`src/logic/lvd_defines.svh`:
```
// Purpose: Offsets, field positions and reset values of the low-voltage monitor registers
// Assumes: 32-bit AXI4-Lite data, one register per aligned word
// Notes:   Definitions only
`ifndef LVD_DEFINES_SVH
`define LVD_DEFINES_SVH

// ==========================================================
// Register byte offsets
`define LVD_OFS_CONTROL   8'h00
`define LVD_OFS_STATUS    8'h04
`define LVD_OFS_IRQ_STAT  8'h08
`define LVD_OFS_IRQ_MASK  8'h0C

// ==========================================================
// Control register fields
`define LVD_CTL_MASTER_EN 7
`define LVD_CTL_THR_SEL   3
`define LVD_CTL_RST_EN    2
`define LVD_CTL_FALL_EN   1
`define LVD_CTL_RISE_EN   0
`define LVD_CTL_ONES      8'h70
`define LVD_CTL_RESET     8'h00

// ==========================================================
// Status register fields
`define LVD_STA_FALL      1
`define LVD_STA_RISE      0
`define LVD_STA_ONES      8'hFC
`define LVD_STA_RESET     2'h0

// ==========================================================
// Interrupt status and mask fields
`define LVD_IRQ_FALL      0
`define LVD_IRQ_RISE      1
`define LVD_IRQ_RESET     2'h0

// ==========================================================
// Bus answers
`define LVD_RESP_OKAY     2'h0
`define LVD_RESP_SLVERR   2'h2

`endif

```
`src/logic/lvd_pkg.sv`:
```
// Purpose: Types shared by the low-voltage monitor modules
// Assumes: Constants live in lvd_defines.svh
// Notes:   Types only
package lvd_pkg;

	// ==========================================================
	// Supply tracking states; one bit per step IDLE-ARMED-LOW, two bits between IDLE and LOW
	typedef enum logic [1:0] {
		LVD_TRK_IDLE  = 2'h0,
		LVD_TRK_ARMED = 2'h1,
		LVD_TRK_LOW   = 2'h3
	} lvd_trk_t;

	// AXI response code
	typedef logic [1:0] lvd_resp_t;

endpackage : lvd_pkg

```
`src/logic/lvd_evt_if.sv`:
```
// Purpose: Carrier between register logic and supply tracker
// Assumes: One clock domain
// Notes:   Comparator levels are taken as synchronous
`timescale 1ns/1ps
interface lvd_evt_if;
	logic below_fall;   // Supply under falling interrupt level
	logic above_rise;   // Supply over rising interrupt level
	logic below_reset;  // Supply under selected reset level
	logic active;       // Monitor enabled and not in its own reset
	logic rise_en;      // Rise interrupt enable
	logic fall_evt;     // One-cycle fall detection
	logic rise_evt;     // One-cycle recovery detection

	modport regs (output below_fall, output above_rise, output below_reset, output active,
	              output rise_en, input fall_evt, input rise_evt);
	modport trk  (input below_fall, input above_rise, input below_reset, input active,
	              input rise_en, output fall_evt, output rise_evt);
endinterface : lvd_evt_if

```
`src/logic/lvd_regs.sv`:
```
// Purpose: Control and status registers of the supply-voltage monitor
// Assumes: AXI4-Lite slave, comparator levels synchronous to clk_sys
// Notes:   Analog comparators and reset release counting live outside
//
// Local design decisions: the AXI4-Lite slave port and the register addresses.
`timescale 1ns/1ps
`include "lvd_defines.svh"
module lvd_regs #(
	parameter int ADDR_W = 8
) (
	// Clock and resets
	input  wire logic              clk_sys,
	input  wire logic              rst,
	input  wire logic              wdt_rst,
	// AXI4-Lite write channels
	input  wire logic [ADDR_W-1:0] s_axi_awaddr,
	input  wire logic              s_axi_awvalid,
	output      logic              s_axi_awready,
	input  wire logic [31:0]       s_axi_wdata,
	input  wire logic [3:0]        s_axi_wstrb,
	input  wire logic              s_axi_wvalid,
	output      logic              s_axi_wready,
	output      lvd_pkg::lvd_resp_t s_axi_bresp,
	output      logic              s_axi_bvalid,
	input  wire logic              s_axi_bready,
	// AXI4-Lite read channels
	input  wire logic [ADDR_W-1:0] s_axi_araddr,
	input  wire logic              s_axi_arvalid,
	output      logic              s_axi_arready,
	output      logic [31:0]       s_axi_rdata,
	output      lvd_pkg::lvd_resp_t s_axi_rresp,
	output      logic              s_axi_rvalid,
	input  wire logic              s_axi_rready,
	// Analog comparators
	input  wire logic              cmp_below_fall,
	input  wire logic              cmp_above_rise,
	input  wire logic              cmp_below_reset,
	// Analog controls and results
	output      logic              monitor_master_enable,
	output      logic              reset_threshold_select,
	output      logic              undervolt_reset_function,
	output      logic              external_irq_zero,
	output      logic              irq
);
	import lvd_pkg::*;

	// Offsets up to 0x0C need four address bits; the decoder widens to eight at most
	if (ADDR_W < 4 || ADDR_W > 8) begin : g_bad_addr_w
		$error("lvd_regs: ADDR_W must be 4 to 8");
	end

	// ==========================================================
	// Address decode shared by read and write
	function automatic logic [2:0] reg_sel(input logic [ADDR_W-1:0] a);
		logic [7:0] b;
		b = 8'(a);
		unique case (b)
			`LVD_OFS_CONTROL:  reg_sel = 3'h1;
			`LVD_OFS_STATUS:   reg_sel = 3'h2;
			`LVD_OFS_IRQ_STAT: reg_sel = 3'h3;
			`LVD_OFS_IRQ_MASK: reg_sel = 3'h4;
			default:           reg_sel = 3'h0;
		endcase
	endfunction : reg_sel

	// Combined reset, declared ahead of the tracker that uses it
	logic              full_rst;

	lvd_evt_if evt ();

	lvd_tracker u_trk (
		.clk_sys (clk_sys),
		.rst     (full_rst),
		.evt     (evt)
	);

	// ==========================================================
	// State
	logic              aw_have_r, aw_have_nxt;
	logic [ADDR_W-1:0] aw_addr_r, aw_addr_nxt;
	logic              w_have_r, w_have_nxt;
	logic [31:0]       w_data_r, w_data_nxt;
	logic              w_lane0_r, w_lane0_nxt;
	logic              bvalid_r, bvalid_nxt;
	lvd_resp_t         bresp_r, bresp_nxt;
	logic              rvalid_r, rvalid_nxt;
	lvd_resp_t         rresp_r, rresp_nxt;
	logic [31:0]       rdata_r, rdata_nxt;
	logic              en_r, en_nxt;
	logic              sel_r, sel_nxt;
	logic              rst_en_r, rst_en_nxt;
	logic              fall_en_r, fall_en_nxt;
	logic              rise_en_r, rise_en_nxt;
	logic [1:0]        flags_r, flags_nxt;
	logic [1:0]        seen_r, seen_nxt;
	logic [1:0]        ists_r, ists_nxt;
	logic [1:0]        mask_r, mask_nxt;
	logic              uv_rst_r, uv_rst_nxt;
	logic              external_irq_zero_r, external_irq_zero_nxt;
	logic              irq_r, irq_nxt;
	logic              do_write;
	logic              do_read;
	logic [2:0]        wsel;
	logic [2:0]        rsel;
	logic [1:0]        flag_set;
	logic [1:0]        irq_evt;

	// Watchdog reset acts like power-on for every bit
	assign full_rst = rst | wdt_rst;

	// ==========================================================
	// Tracker hookup; idle unless enabled and out of own reset
	assign evt.below_fall  = cmp_below_fall;
	assign evt.above_rise  = cmp_above_rise;
	assign evt.below_reset = cmp_below_reset;
	assign evt.active      = en_r & ~uv_rst_r;
	assign evt.rise_en     = rise_en_r;

	// ==========================================================
	// Bus strobes
	assign do_write = aw_have_r & w_have_r & ~bvalid_r;
	assign do_read  = s_axi_arvalid & ~rvalid_r;
	assign wsel     = reg_sel(aw_addr_r);
	assign rsel     = reg_sel(s_axi_araddr);

	// Flag sources; a set beats a simultaneous write clear, own reset beats a set
	assign flag_set[`LVD_STA_FALL] = evt.fall_evt;
	assign flag_set[`LVD_STA_RISE] = evt.rise_evt & rise_en_r;
	assign irq_evt[`LVD_IRQ_FALL]  = evt.fall_evt & fall_en_r;
	assign irq_evt[`LVD_IRQ_RISE]  = evt.rise_evt & rise_en_r;

	// ==========================================================
	// Write path: address and data taken in either order
	always_comb begin
		aw_have_nxt = aw_have_r;
		aw_addr_nxt = aw_addr_r;
		w_have_nxt  = w_have_r;
		w_data_nxt  = w_data_r;
		w_lane0_nxt = w_lane0_r;
		bvalid_nxt  = bvalid_r;
		bresp_nxt   = bresp_r;
		if (s_axi_awvalid && !aw_have_r) begin
			aw_have_nxt = 1'b1;
			aw_addr_nxt = s_axi_awaddr;
		end
		if (s_axi_wvalid && !w_have_r) begin
			w_have_nxt  = 1'b1;
			w_data_nxt  = s_axi_wdata;
			w_lane0_nxt = s_axi_wstrb[0];
		end
		if (do_write) begin
			aw_have_nxt = 1'b0;
			w_have_nxt  = 1'b0;
			bvalid_nxt  = 1'b1;
			bresp_nxt   = (wsel == 3'h0) ? `LVD_RESP_SLVERR : `LVD_RESP_OKAY;
		end
		if (bvalid_r && s_axi_bready) begin
			bvalid_nxt = 1'b0;
		end
	end

	// ==========================================================
	// Read path: one-cycle answer from registers
	always_comb begin
		rvalid_nxt = rvalid_r;
		rresp_nxt  = rresp_r;
		rdata_nxt  = rdata_r;
		if (do_read) begin
			rvalid_nxt = 1'b1;
			rresp_nxt  = `LVD_RESP_OKAY;
			unique case (rsel)
				3'h1: rdata_nxt = {24'h0, en_r, 3'h7, sel_r, rst_en_r, fall_en_r, rise_en_r};
				3'h2: rdata_nxt = {24'h0, 6'h3F, flags_r};
				3'h3: rdata_nxt = {30'h0, ists_r};
				3'h4: rdata_nxt = {30'h0, mask_r};
				default: begin
					rdata_nxt = 32'h0;
					rresp_nxt = `LVD_RESP_SLVERR;
				end
			endcase
		end else if (rvalid_r && s_axi_rready) begin
			rvalid_nxt = 1'b0;
		end
	end

	// ==========================================================
	// Control, flags and interrupts
	always_comb begin
		en_nxt      = en_r;
		sel_nxt     = sel_r;
		rst_en_nxt  = rst_en_r;
		fall_en_nxt = fall_en_r;
		rise_en_nxt = rise_en_r;
		flags_nxt   = flags_r;
		seen_nxt    = seen_r;
		ists_nxt    = ists_r;
		mask_nxt    = mask_r;
		// Writes only touch low byte; reserved bits have no storage
		if (do_write && w_lane0_r) begin
			unique case (wsel)
				3'h1: begin
					en_nxt      = w_data_r[`LVD_CTL_MASTER_EN];
					sel_nxt     = w_data_r[`LVD_CTL_THR_SEL];
					rst_en_nxt  = w_data_r[`LVD_CTL_RST_EN];
					fall_en_nxt = w_data_r[`LVD_CTL_FALL_EN];
					rise_en_nxt = w_data_r[`LVD_CTL_RISE_EN];
				end
				// Zero clears only a flag seen as one; one keeps it
				3'h2: flags_nxt = flags_r & ~(~w_data_r[1:0] & seen_r);
				3'h3: ists_nxt  = ists_r & ~w_data_r[1:0];
				3'h4: mask_nxt  = w_data_r[1:0];
				default: ;
			endcase
		end
		// Any status write consumes the read-as-one history
		if (do_write && wsel == 3'h2) begin
			seen_nxt = 2'h0;
		end
		// Read marks flags seen as one; the later write may clear them
		if (do_read && rsel == 3'h2) begin
			seen_nxt = flags_r;
		end
		flags_nxt = flags_nxt | flag_set;  // Set wins over clear
		ists_nxt  = ists_nxt | irq_evt;
		// Own reset clears flags, their read history and interrupt enables only
		if (uv_rst_r) begin
			fall_en_nxt = 1'b0;
			rise_en_nxt = 1'b0;
			flags_nxt   = `LVD_STA_RESET;
			seen_nxt    = 2'h0;
		end
	end

	// Reset request while enabled, armed and below level
	assign uv_rst_nxt = en_r & rst_en_r & cmp_below_reset;
	// Request in the cycle the enabled flag is set
	assign external_irq_zero_nxt   = |irq_evt;
	assign irq_nxt    = |(ists_nxt & mask_nxt);

	// ==========================================================
	// Registers under full reset
	always_ff @(posedge clk_sys) begin
		if (full_rst) begin
			aw_have_r <= 1'b0;
			aw_addr_r <= '0;
			w_have_r  <= 1'b0;
			w_data_r  <= 32'h0;
			w_lane0_r <= 1'b0;
			bvalid_r  <= 1'b0;
			bresp_r   <= `LVD_RESP_OKAY;
			rvalid_r  <= 1'b0;
			rresp_r   <= `LVD_RESP_OKAY;
			rdata_r   <= 32'h0;
			en_r      <= 1'b0;
			sel_r     <= 1'b0;
			rst_en_r  <= 1'b0;
			fall_en_r <= 1'b0;
			rise_en_r <= 1'b0;
			flags_r   <= `LVD_STA_RESET;
			seen_r    <= 2'h0;
			ists_r    <= `LVD_IRQ_RESET;
			mask_r    <= `LVD_IRQ_RESET;
			uv_rst_r  <= 1'b0;
			external_irq_zero_r    <= 1'b0;
			irq_r     <= 1'b0;
		end else begin
			aw_have_r <= aw_have_nxt;
			aw_addr_r <= aw_addr_nxt;
			w_have_r  <= w_have_nxt;
			w_data_r  <= w_data_nxt;
			w_lane0_r <= w_lane0_nxt;
			bvalid_r  <= bvalid_nxt;
			bresp_r   <= bresp_nxt;
			rvalid_r  <= rvalid_nxt;
			rresp_r   <= rresp_nxt;
			rdata_r   <= rdata_nxt;
			en_r      <= en_nxt;
			sel_r     <= sel_nxt;
			rst_en_r  <= rst_en_nxt;
			fall_en_r <= fall_en_nxt;
			rise_en_r <= rise_en_nxt;
			flags_r   <= flags_nxt;
			seen_r    <= seen_nxt;
			ists_r    <= ists_nxt;
			mask_r    <= mask_nxt;
			uv_rst_r  <= uv_rst_nxt;
			external_irq_zero_r    <= external_irq_zero_nxt;
			irq_r     <= irq_nxt;
		end
	end

	// ==========================================================
	// Outputs, all from flip-flops
	assign s_axi_awready            = ~aw_have_r;
	assign s_axi_wready             = ~w_have_r;
	assign s_axi_bvalid             = bvalid_r;
	assign s_axi_bresp              = bresp_r;
	assign s_axi_arready            = ~rvalid_r;  // One read in flight
	assign s_axi_rvalid             = rvalid_r;
	assign s_axi_rresp              = rresp_r;
	assign s_axi_rdata              = rdata_r;
	assign monitor_master_enable    = en_r;
	assign reset_threshold_select   = sel_r;
	assign undervolt_reset_function = uv_rst_r;
	assign external_irq_zero        = external_irq_zero_r;
	assign irq                      = irq_r;

endmodule : lvd_regs

```
`src/logic/lvd_tracker.sv`:
```
// Purpose: Turns comparator levels into fall and recovery events
// Assumes: Comparator levels synchronous to clk_sys
// Notes:   Held idle while the monitor is off
`timescale 1ns/1ps
module lvd_tracker (
	// Clock and reset
	input  wire logic clk_sys,
	input  wire logic rst,
	// Link to register logic
	lvd_evt_if.trk    evt
);
	import lvd_pkg::*;

	lvd_trk_t state_r;
	lvd_trk_t state_nxt;
	logic     fall_r;
	logic     fall_nxt;
	logic     rise_r;
	logic     rise_nxt;

	// ==========================================================
	// Next state
	always_comb begin
		state_nxt = state_r;
		fall_nxt  = 1'b0;
		rise_nxt  = 1'b0;
		if (!evt.active) begin
			state_nxt = LVD_TRK_IDLE;  // Standby: comparators ignored
		end else begin
			unique case (state_r)
				LVD_TRK_IDLE: begin
					if (evt.below_fall) begin
						fall_nxt  = 1'b1;
						// Recovery only counts if armed at the fall
						state_nxt = evt.rise_en ? LVD_TRK_ARMED : LVD_TRK_LOW;
					end
				end
				LVD_TRK_ARMED: begin
					if (evt.below_reset) begin
						state_nxt = LVD_TRK_LOW;  // Dropped too far, no rise event
					end else if (evt.above_rise) begin
						rise_nxt  = 1'b1;
						state_nxt = LVD_TRK_IDLE;
					end
				end
				LVD_TRK_LOW: begin
					if (evt.above_rise) begin
						state_nxt = LVD_TRK_IDLE;
					end
				end
				default: state_nxt = LVD_TRK_IDLE;
			endcase
		end
	end

	// ==========================================================
	// State registers
	always_ff @(posedge clk_sys) begin
		if (rst) begin
			state_r <= LVD_TRK_IDLE;
			fall_r  <= 1'b0;
			rise_r  <= 1'b0;
		end else begin
			state_r <= state_nxt;
			fall_r  <= fall_nxt;
			rise_r  <= rise_nxt;
		end
	end

	assign evt.fall_evt = fall_r;
	assign evt.rise_evt = rise_r;

endmodule : lvd_tracker

```
`config.mk`:
```
export PLATFORM = sky130hd
export DESIGN_NAME = lvd_regs
export DESIGN_NICKNAME = d
export VERILOG_FILES = /design/src/logic/lvd_pkg.sv /design/src/logic/lvd_evt_if.sv /design/src/logic/lvd_regs.sv /design/src/logic/lvd_tracker.sv
export VERILOG_INCLUDE_DIRS = /design/src /design/src/logic
export SDC_FILE = /design/constraint.sdc
export NUM_CORES = 1
export LEC_CHECK = 0
export BUFFER_PORTS_ARGS = -buffer_cell sky130_fd_sc_hd__buf_2
export CAP_MARGIN = 10
export CELL_PAD_IN_SITES_DETAIL_PLACEMENT = 1
export CELL_PAD_IN_SITES_GLOBAL_PLACEMENT = 2
export CORE_UTILIZATION = 26
export CTS_CLUSTER_SIZE = 10
export DETAILED_ROUTE_END_ITERATION = 8
export GPL_TIMING_DRIVEN = 0
export PLACE_DENSITY_LB_ADDON = 0.1
export SLEW_MARGIN = 20
export SYNTH_ARGS = -nofsm -noshare
export SYNTH_HDL_FRONTEND = slang
export SYNTH_SLANG_ARGS = --single-unit
```
`constraint.sdc`:
```
create_clock -name clk_sys -period 3.5 [get_ports clk_sys]
set_input_delay 0.7 -clock clk_sys [delete_from_list [all_inputs] [get_ports clk_sys]]
set_output_delay 0.7 -clock clk_sys [all_outputs]
set_load 0.005 [all_outputs]
```
==> results of run 1 <==
-- synth_stat cells --
cell | n | area, um2
a211oi_1 | 1 | 7.51
mux2i_1 | 21 | 210
clkbuf_1 | 6 | 22.5
nor4_4 | 1 | 21.3
and2_1 | 2 | 12.5
and4_1 | 2 | 17.5
a311oi_1 | 2 | 17.5
and4bb_2 | 1 | 12.5
nand4_1 | 5 | 31.3
or2_2 | 2 | 12.5
nor2b_1 | 4 | 25.0
nor4_1 | 1 | 6.26
and3b_1 | 1 | 8.76
o21ai_0 | 6 | 30.0
o32ai_1 | 1 | 8.76
nor4b_1 | 1 | 8.76
dfxtp_1 | 46 | 921
nand2b_1 | 5 | 31.3
nor2_1 | 37 | 139
nor3_1 | 3 | 15.0
mux4_2 | 2 | 45.0
nand2_1 | 11 | 41.3
conb_1 | 1 | 3.75
buf_4 | 28 | 210
nand3_1 | 8 | 40.0
inv_1 | 8 | 30.0
o22ai_1 | 1 | 6.26
nor3b_1 | 1 | 7.51
o2111ai_1 | 1 | 8.76
a21oi_1 | 15 | 75.1
or3_1 | 2 | 12.5
-- sequential cells by signal, summed over array words and instances, names as in the netlist, 2 cells and up --
register / flops
seen_r: 2
mask_r: 2
w_data_r: 5
aw_addr_r: 8
u_trk.state_r: 2
ists_r: 2
flags_r: 2
s_axi_rdata: 6
-- where the power goes --
group,switching (uW),total [uW],internal [uW],leakage (uW)
clock,175,335,160,0.0000482
combinational,50.3,104,53.4,0.000789
sequential,6.89,537,531,0.000372
total,233,976,744,0.00121
-- stage by stage --
step / cell area [um2] / std cells
3_3_place_gp: 2520 / 402
5_1_grt: 2610 / 410
2_1_floorplan: 2130 / 251
4_1_cts: 2610 / 410
6_report: 2610 / 410
3_5_place_dp: 2520 / 402
-- critical path, cell delays in order --
cell,delay [ps]
buf_2,80
or2_2,90
clkbuf_1,390
clkbuf_1,490
a21oi_1,110
-- logic make-up after synthesis --
logic type	synth area share
flip-flops	0.452
other	0.00184
buffers and inverters	0.129
AO/OA/AOI/OAI	0.0755
AND/OR/NAND/NOR	0.217
multiplexers	0.125
-- per-layer routing --
| layer | share of wire | up-vias | wire [um] |
|---|---|---|---|
| li1 | - | 887 | - |
| met1 | 0.48 | 794 | 2450 |
| met2 | 0.44 | 55 | 2250 |
| met3 | 0.062 | 5 | 313 |
| met4 | 0.010 | 0 | 53 |
| met5 | 0 | - | 0 |
-- layout make-up --
cell class,instances,area [um2]
inverters,8,30.0
multi-input cells,163,950
clock inverters,1,5.00
well taps,99,124
clock buffers,7,86.3
fillers,928,4800
flip-flops and latches,46,921
repair buffers,52,260
plain buffers,34,233
-- how the worst max path moves through the flow --
stage	endpoint	slack [ps]	depth (start not counted)
after global placement	external_irq_zero	1380	5
final	external_irq_zero	1790	5
after CTS	external_irq_zero	1700	5
after global routing	w_data_r[1]	1600	5
after floorplan	u_trk.state_r[0]	1880	5
after detailed placement	aw_addr_r[7]	1380	5
==> metrics.md, run 1 <==
| Metric | Value |
|---|---|
| Outcome | `finished, final reports clean` |
| Maxcap violations | `0` |
| Max Clk Rate | `584 MHz` |
| Htree depth | `2` |
| Post-Syn Area | `2040 um2` |
| Most common cell after layout, fill and taps aside | `buf_2` |
| Worst flop-to-flop path endpoint | `reset_threshold_select` |
| Dpl ws | `1380 ps` |
| Starting Density | `0.275` |
| FP Rows | `31` |
| Worst reg-to-reg setup slack | `1870 ps` |
| Routed Antenna Nets | `0` |
| Setup Buffers After CTS | `0` |
| Final min period | `1710 ps` |
| Antenna Cells | `0` |
| Critical setup path kind | `primary input to register` |
| Type of origin of the critical path | `primary input` |
| Root Buffer | `clkbuf_8` |
| Total die area | `8200 um2` |
| Drt wl/cell | `12.4 um` |
| Final Max Slew Viols | `0` |
| Hold Crit Class | `register to register` |
| Hold depth | `2` |
| Synth unique cells | `31` |
| Power, Total | `976 uW` |
| R2R depth | `4` |
| Initial antenna violation count | `0` |
| Worst Path Required | `3650 ps` |
| Hold WS | `450 ps` |
| GRT busiest layer | `met2` |
| Hold path start | `s_axi_rdata[0]` |
| Worst-Skew Late Latency | `300 ps` |
| Worst R2R Start | `aw_addr_r[6]` |
| Num CTS Buffers | `5` |
| Crit path DAT | `1860 ps` |
| Number of cells upsized or downsized after cts | `0` |
| First-pass detailed-route iteration total | `4` |
| Die width | `90.6 um` |
| Total GRT Usage | `0.130` |
| Total grt overflow | `0` |
| TritonCTS clock tree | `done` |
| Syn_area_per_cell | `9.02 um2` |
| Setup TNS | `0 ps` |
| Met1 Use GR | `0.174` |
| Port Buffers | `52` |
| Post-Syn Instances | `226` |
| Vias/cell | `4.25` |
| Pwr/cell area | `374 nW/um2` |
| # clock sinks | `46` |
| Hold Path Sink | `s_axi_rdata[0]` |
| Via count | `1741` |
| CTS max path bufs | `2` |
| M3 GR Usage | `0.0337` |
| Fin. Hold Viols | `0` |
| Post-synthesis sequential area ratio | `0.452` |
| FF+latch count, synth | `46` |
| Worst setup startpoint | `wdt_rst` |
| Die Y | `90.6 um` |
| Area grow syn2layout | `27.9%` |
| Final worst slack | `1790 ps` |
| First-pass GRT wire length | `8.43 mm` |
| Synthesis Warnings | `0` |
| Initial DRC count | `43` |
| I/O pins | `109` |
| Pin count of the biggest net entering global routing | `14` |
| Core Box Area | `7410 um2` |
| Layout cell share with drive strength beyond 1 | `0.299` |
| Routed WL | `5.07 mm` |
| Met2 Usage GRT | `0.204` |
| Tightest Pin Transition | `582 ps` |
| Routability cong. | `0.785` |
| DP HPWL | `3.95 mm` |
| Vias in the first global route | `1725` |
| Cts hold-fix bufs | `0` |
| Post-route clock skew | `6.96 ps` |
| Max VDD drop | `0.120 mV` |
| Crit-path max FO | `10` |
| Nature of the critical path endpoint | `register` |
| Net count, final | `373` |
| Commonest non-fill, non-tap cells in the layout | `buf_2, dfxtp_1, nor2_1` |
| Clock transition at path regs | `80 ps` |
| Fin util | `0.352` |
| Period utilization | `0.489` |
| Pleak | `0.00121 uW` |
| Setup violations, final | `0` |
| # DRC | `0` |
| RSZ-0062 raised after global routing | `false` |
| Relative slew slack | `0.612` |
Note: power is estimated with default switching activity, not from simulation.
==> run 2, diff against run 1 <==
Settings changed: ABC_AREA from default to 1, CORE_UTILIZATION 26 to 23.
Clock period 3.5 ns to 1.8 ns, I/O delays scaled along.
==> run 2 against run 1 <==
  * The flow now finishes with violations (DRC)
  * Final cell count increased by 19%
  * Setup slack got worse by 1300 ps
  * Via count increased by 16%
  * Critical path type is now register to register
  * First-iteration DRC count increased by 12%
  * Synthesized area increased by 4.2%
  * Utilization decreased by 4.4 points
  * Highest routed layer unchanged
  * Power increased by 110%
  * Sequential power increased by 96%
  * Routed wire length increased by 14%
==> metrics.md, run 2 <==
| Metric | Value |
|---|---|
| Outcome | `finished, violations left` |
| Failing checks | `DRC` |
| Power, Total | `2050 uW` |
| Cell taking the most area after synthesis | `dfxtp_1` |
| Critical setup path kind | `register to register` |
| Worst Path Required | `2000 ps` |
| Top reg by flops | `aw_addr_r` |
| Number of cells upsized or downsized after cts | `0` |
| FP Rows | `34` |
| Worst R2R Start | `aw_have_r` |
| Crit path DAT | `1510 ps` |
| Max reg flops | `8` |
| Tightest Pin Transition | `571 ps` |
| Type of origin of the critical path | `register` |
| Routed Antenna Nets | `0` |
| Synth top area share | `0.433` |
| Setup Buffers After CTS | `0` |
| Fillcell total | `1138` |
| Post-route cell area | `2720 um2` |
| Hold depth | `2` |
| Period utilization | `0.730` |
| # DRC | `7` |
| Count leader, synth | `dfxtp_1` |
| Clock transition at path regs | `90 ps` |
| TritonCTS clock tree | `done` |
| Seq. cell area | `921 um2` |
| Ys flop type | `dfxtp_1` |
| Cts hold-fix bufs | `0` |
| Antenna Cells | `0` |
| Max VDD drop | `0.283 mV` |
| Final Max Slew Viols | `0` |
| I/O pins | `109` |
| Worst flop-to-flop path endpoint | `reset_threshold_select` |
| Htree depth | `2` |
| FF+latch count, synth | `46` |
| Routed WL | `5.79 mm` |
| Net count, final | `441` |
| Pleak | `0.00131 uW` |
| Post-synthesis async set-or-reset flop share | `0` |
| Crit-path max FO | `10` |
| Via count | `2024` |
| Vias/cell | `4.16` |
| Core Box Area | `8850 um2` |
| Relative slew slack | `0.619` |
| Pin count of the biggest net entering global routing | `15` |
| Setup TNS | `0 ps` |
| Fin util | `0.308` |
| Vias in the first global route | `1992` |
| Total GRT Usage | `0.126` |
| Worst reg-to-reg setup slack | `490 ps` |
| Maxcap violations | `0` |
| Starting Density | `0.240` |
| CTS max path bufs | `2` |
| Total grt overflow | `0` |
| Post-synth EDFFs | `0` |
| Max Clk Rate | `761 MHz` |
| Routability cong. | `0.759` |
| Total die area | `9630 um2` |
| Post-placement cell area | `2610 um2` |
| Area grow syn2layout | `28.2%` |
| Post-route clock skew | `9.31 ps` |
| Footprint of the multi-input gates | `927 um2` |
| Post-Syn Instances | `294` |
| Post-synthesis sequential area ratio | `0.433` |
| Post-Syn Area | `2120 um2` |
| Final min period | `1310 ps` |
| Syn_area_per_cell | `7.23 um2` |
| Hold Path Sink | `s_axi_bvalid` |
| Die Y | `98.1 um` |
| Dpl ws | `156 ps` |
| Die width | `98.1 um` |
| First-pass detailed-route iteration total | `6` |
| Initial antenna violation count | `0` |
| Synthesis Warnings | `0` |
| First-pass GRT wire length | `9.57 mm` |
| Layout cell share with drive strength beyond 1 | `0.259` |
| Most common cell after layout, fill and taps aside | `buf_2` |
| Hold Crit Class | `primary input to register` |
| Pwr/cell area | `751 nW/um2` |
| Synth cell count leaders | `dfxtp_1, nor2_1, nand2_1, inv_1, buf_4` |
| Port Buffers | `52` |
| Fin. Hold Viols | `0` |
| Final worst slack | `485 ps` |
| Setup violations, final | `0` |
| Hold path start | `s_axi_bready` |
| RSZ-0062 raised after global routing | `false` |
| R2R depth | `5` |
| Synth unique cells | `25` |
| Commonest non-fill, non-tap cells in the layout | `buf_2, dfxtp_1, nor2_1` |
| DP HPWL | `4.52 mm` |
| # clock sinks | `46` |
| Top cells by area, synth | `dfxtp_1, buf_4, nor2_1` |
| Initial DRC count | `48` |
| Drt wl/cell | `11.9 um` |
| Root Buffer | `clkbuf_8` |
| Nature of the critical path endpoint | `register` |
| Worst-Skew Late Latency | `310 ps` |
| Num CTS Buffers | `5` |
==> run 2: changes by cell type in the layout (fill, tap and decap cells not counted), moves of 5 or more <==
cell      delta
a21oi_1     +11
inv_1       +27
mux2i_1     -21
nand2_1     +31
nand2b_1     -5
nand3_1     +14
nor2_1       +7
o21ai_0     +21
==> run 2: where the power goes <==
| group | leakage [uW] | total (uW) | switching (uW) | internal (uW) |
|---|---|---|---|---|
| combinational | 0.000883 | 219 | 123 | 96.1 |
| sequential | 0.000373 | 1050 | 13.4 | 1040 |
| clock | 0.0000579 | 777 | 368 | 409 |
==> run 2: critical path: stages, from the launching register on <==
cell and delay [ps]:
dfxtp_1 420, nand4_4 150, nor2_4 170, nand2_2 150, o21ai_0 260, a21oi_1 60
==> run 2: how the worst max path moves through the flow <==
stage                     from                endpoint  slack (ps)  depth (start not counted)
2_1_floorplan  s_axi_araddr[7]          s_axi_rdata[0]         690                          7
3_3_place_gp           wdt_rst   monitor_master_enable         160                          5
3_5_place_dp           wdt_rst          s_axi_rdata[6]         160                          5
4_1_cts              aw_have_r  reset_threshold_select         450                          5
5_1_grt              aw_have_r            aw_addr_r[3]         270                          4
6_report             aw_have_r  reset_threshold_select         490                          5
==> run 2: metal layers <==
layer,track usage,routed length [um],up-vias
met5,0,0,-
met4,0.0490,92,0
met3,0.0258,296,7
met2,0.207,2560,54
met1,0.162,2840,910
li1,-,-,1053
==> run 2: metrics by stage <==
step,hold slack [ps],instances
2_1_floorplan,430,319
3_3_place_gp,458,479
3_5_place_dp,458,479
4_1_cts,239,487
5_1_grt,254,487
6_report,247,487
==> run 2: kinds of logic (layout without fill, tap and decap cells) <==
kind of cell	count (synthesis)	count (layout)	synth area share
DFF	46	46	0.433
and+or+nand+nor	119	119	0.249
buffers and inverters	70	130	0.174
AOI/OAI and AO/OA	58	58	0.141
other	1	26	0.00177
==> run 2: final cells by class <==
class,count,share of cell area
buffer,33,0.0850
clock buffer,5,0.0253
clock inverter,3,0.0147
inverter,37,0.0510
multi-input combinational,203,0.341
sequential,46,0.338
tap,108,0.0496
timing repair buffer,52,0.0956
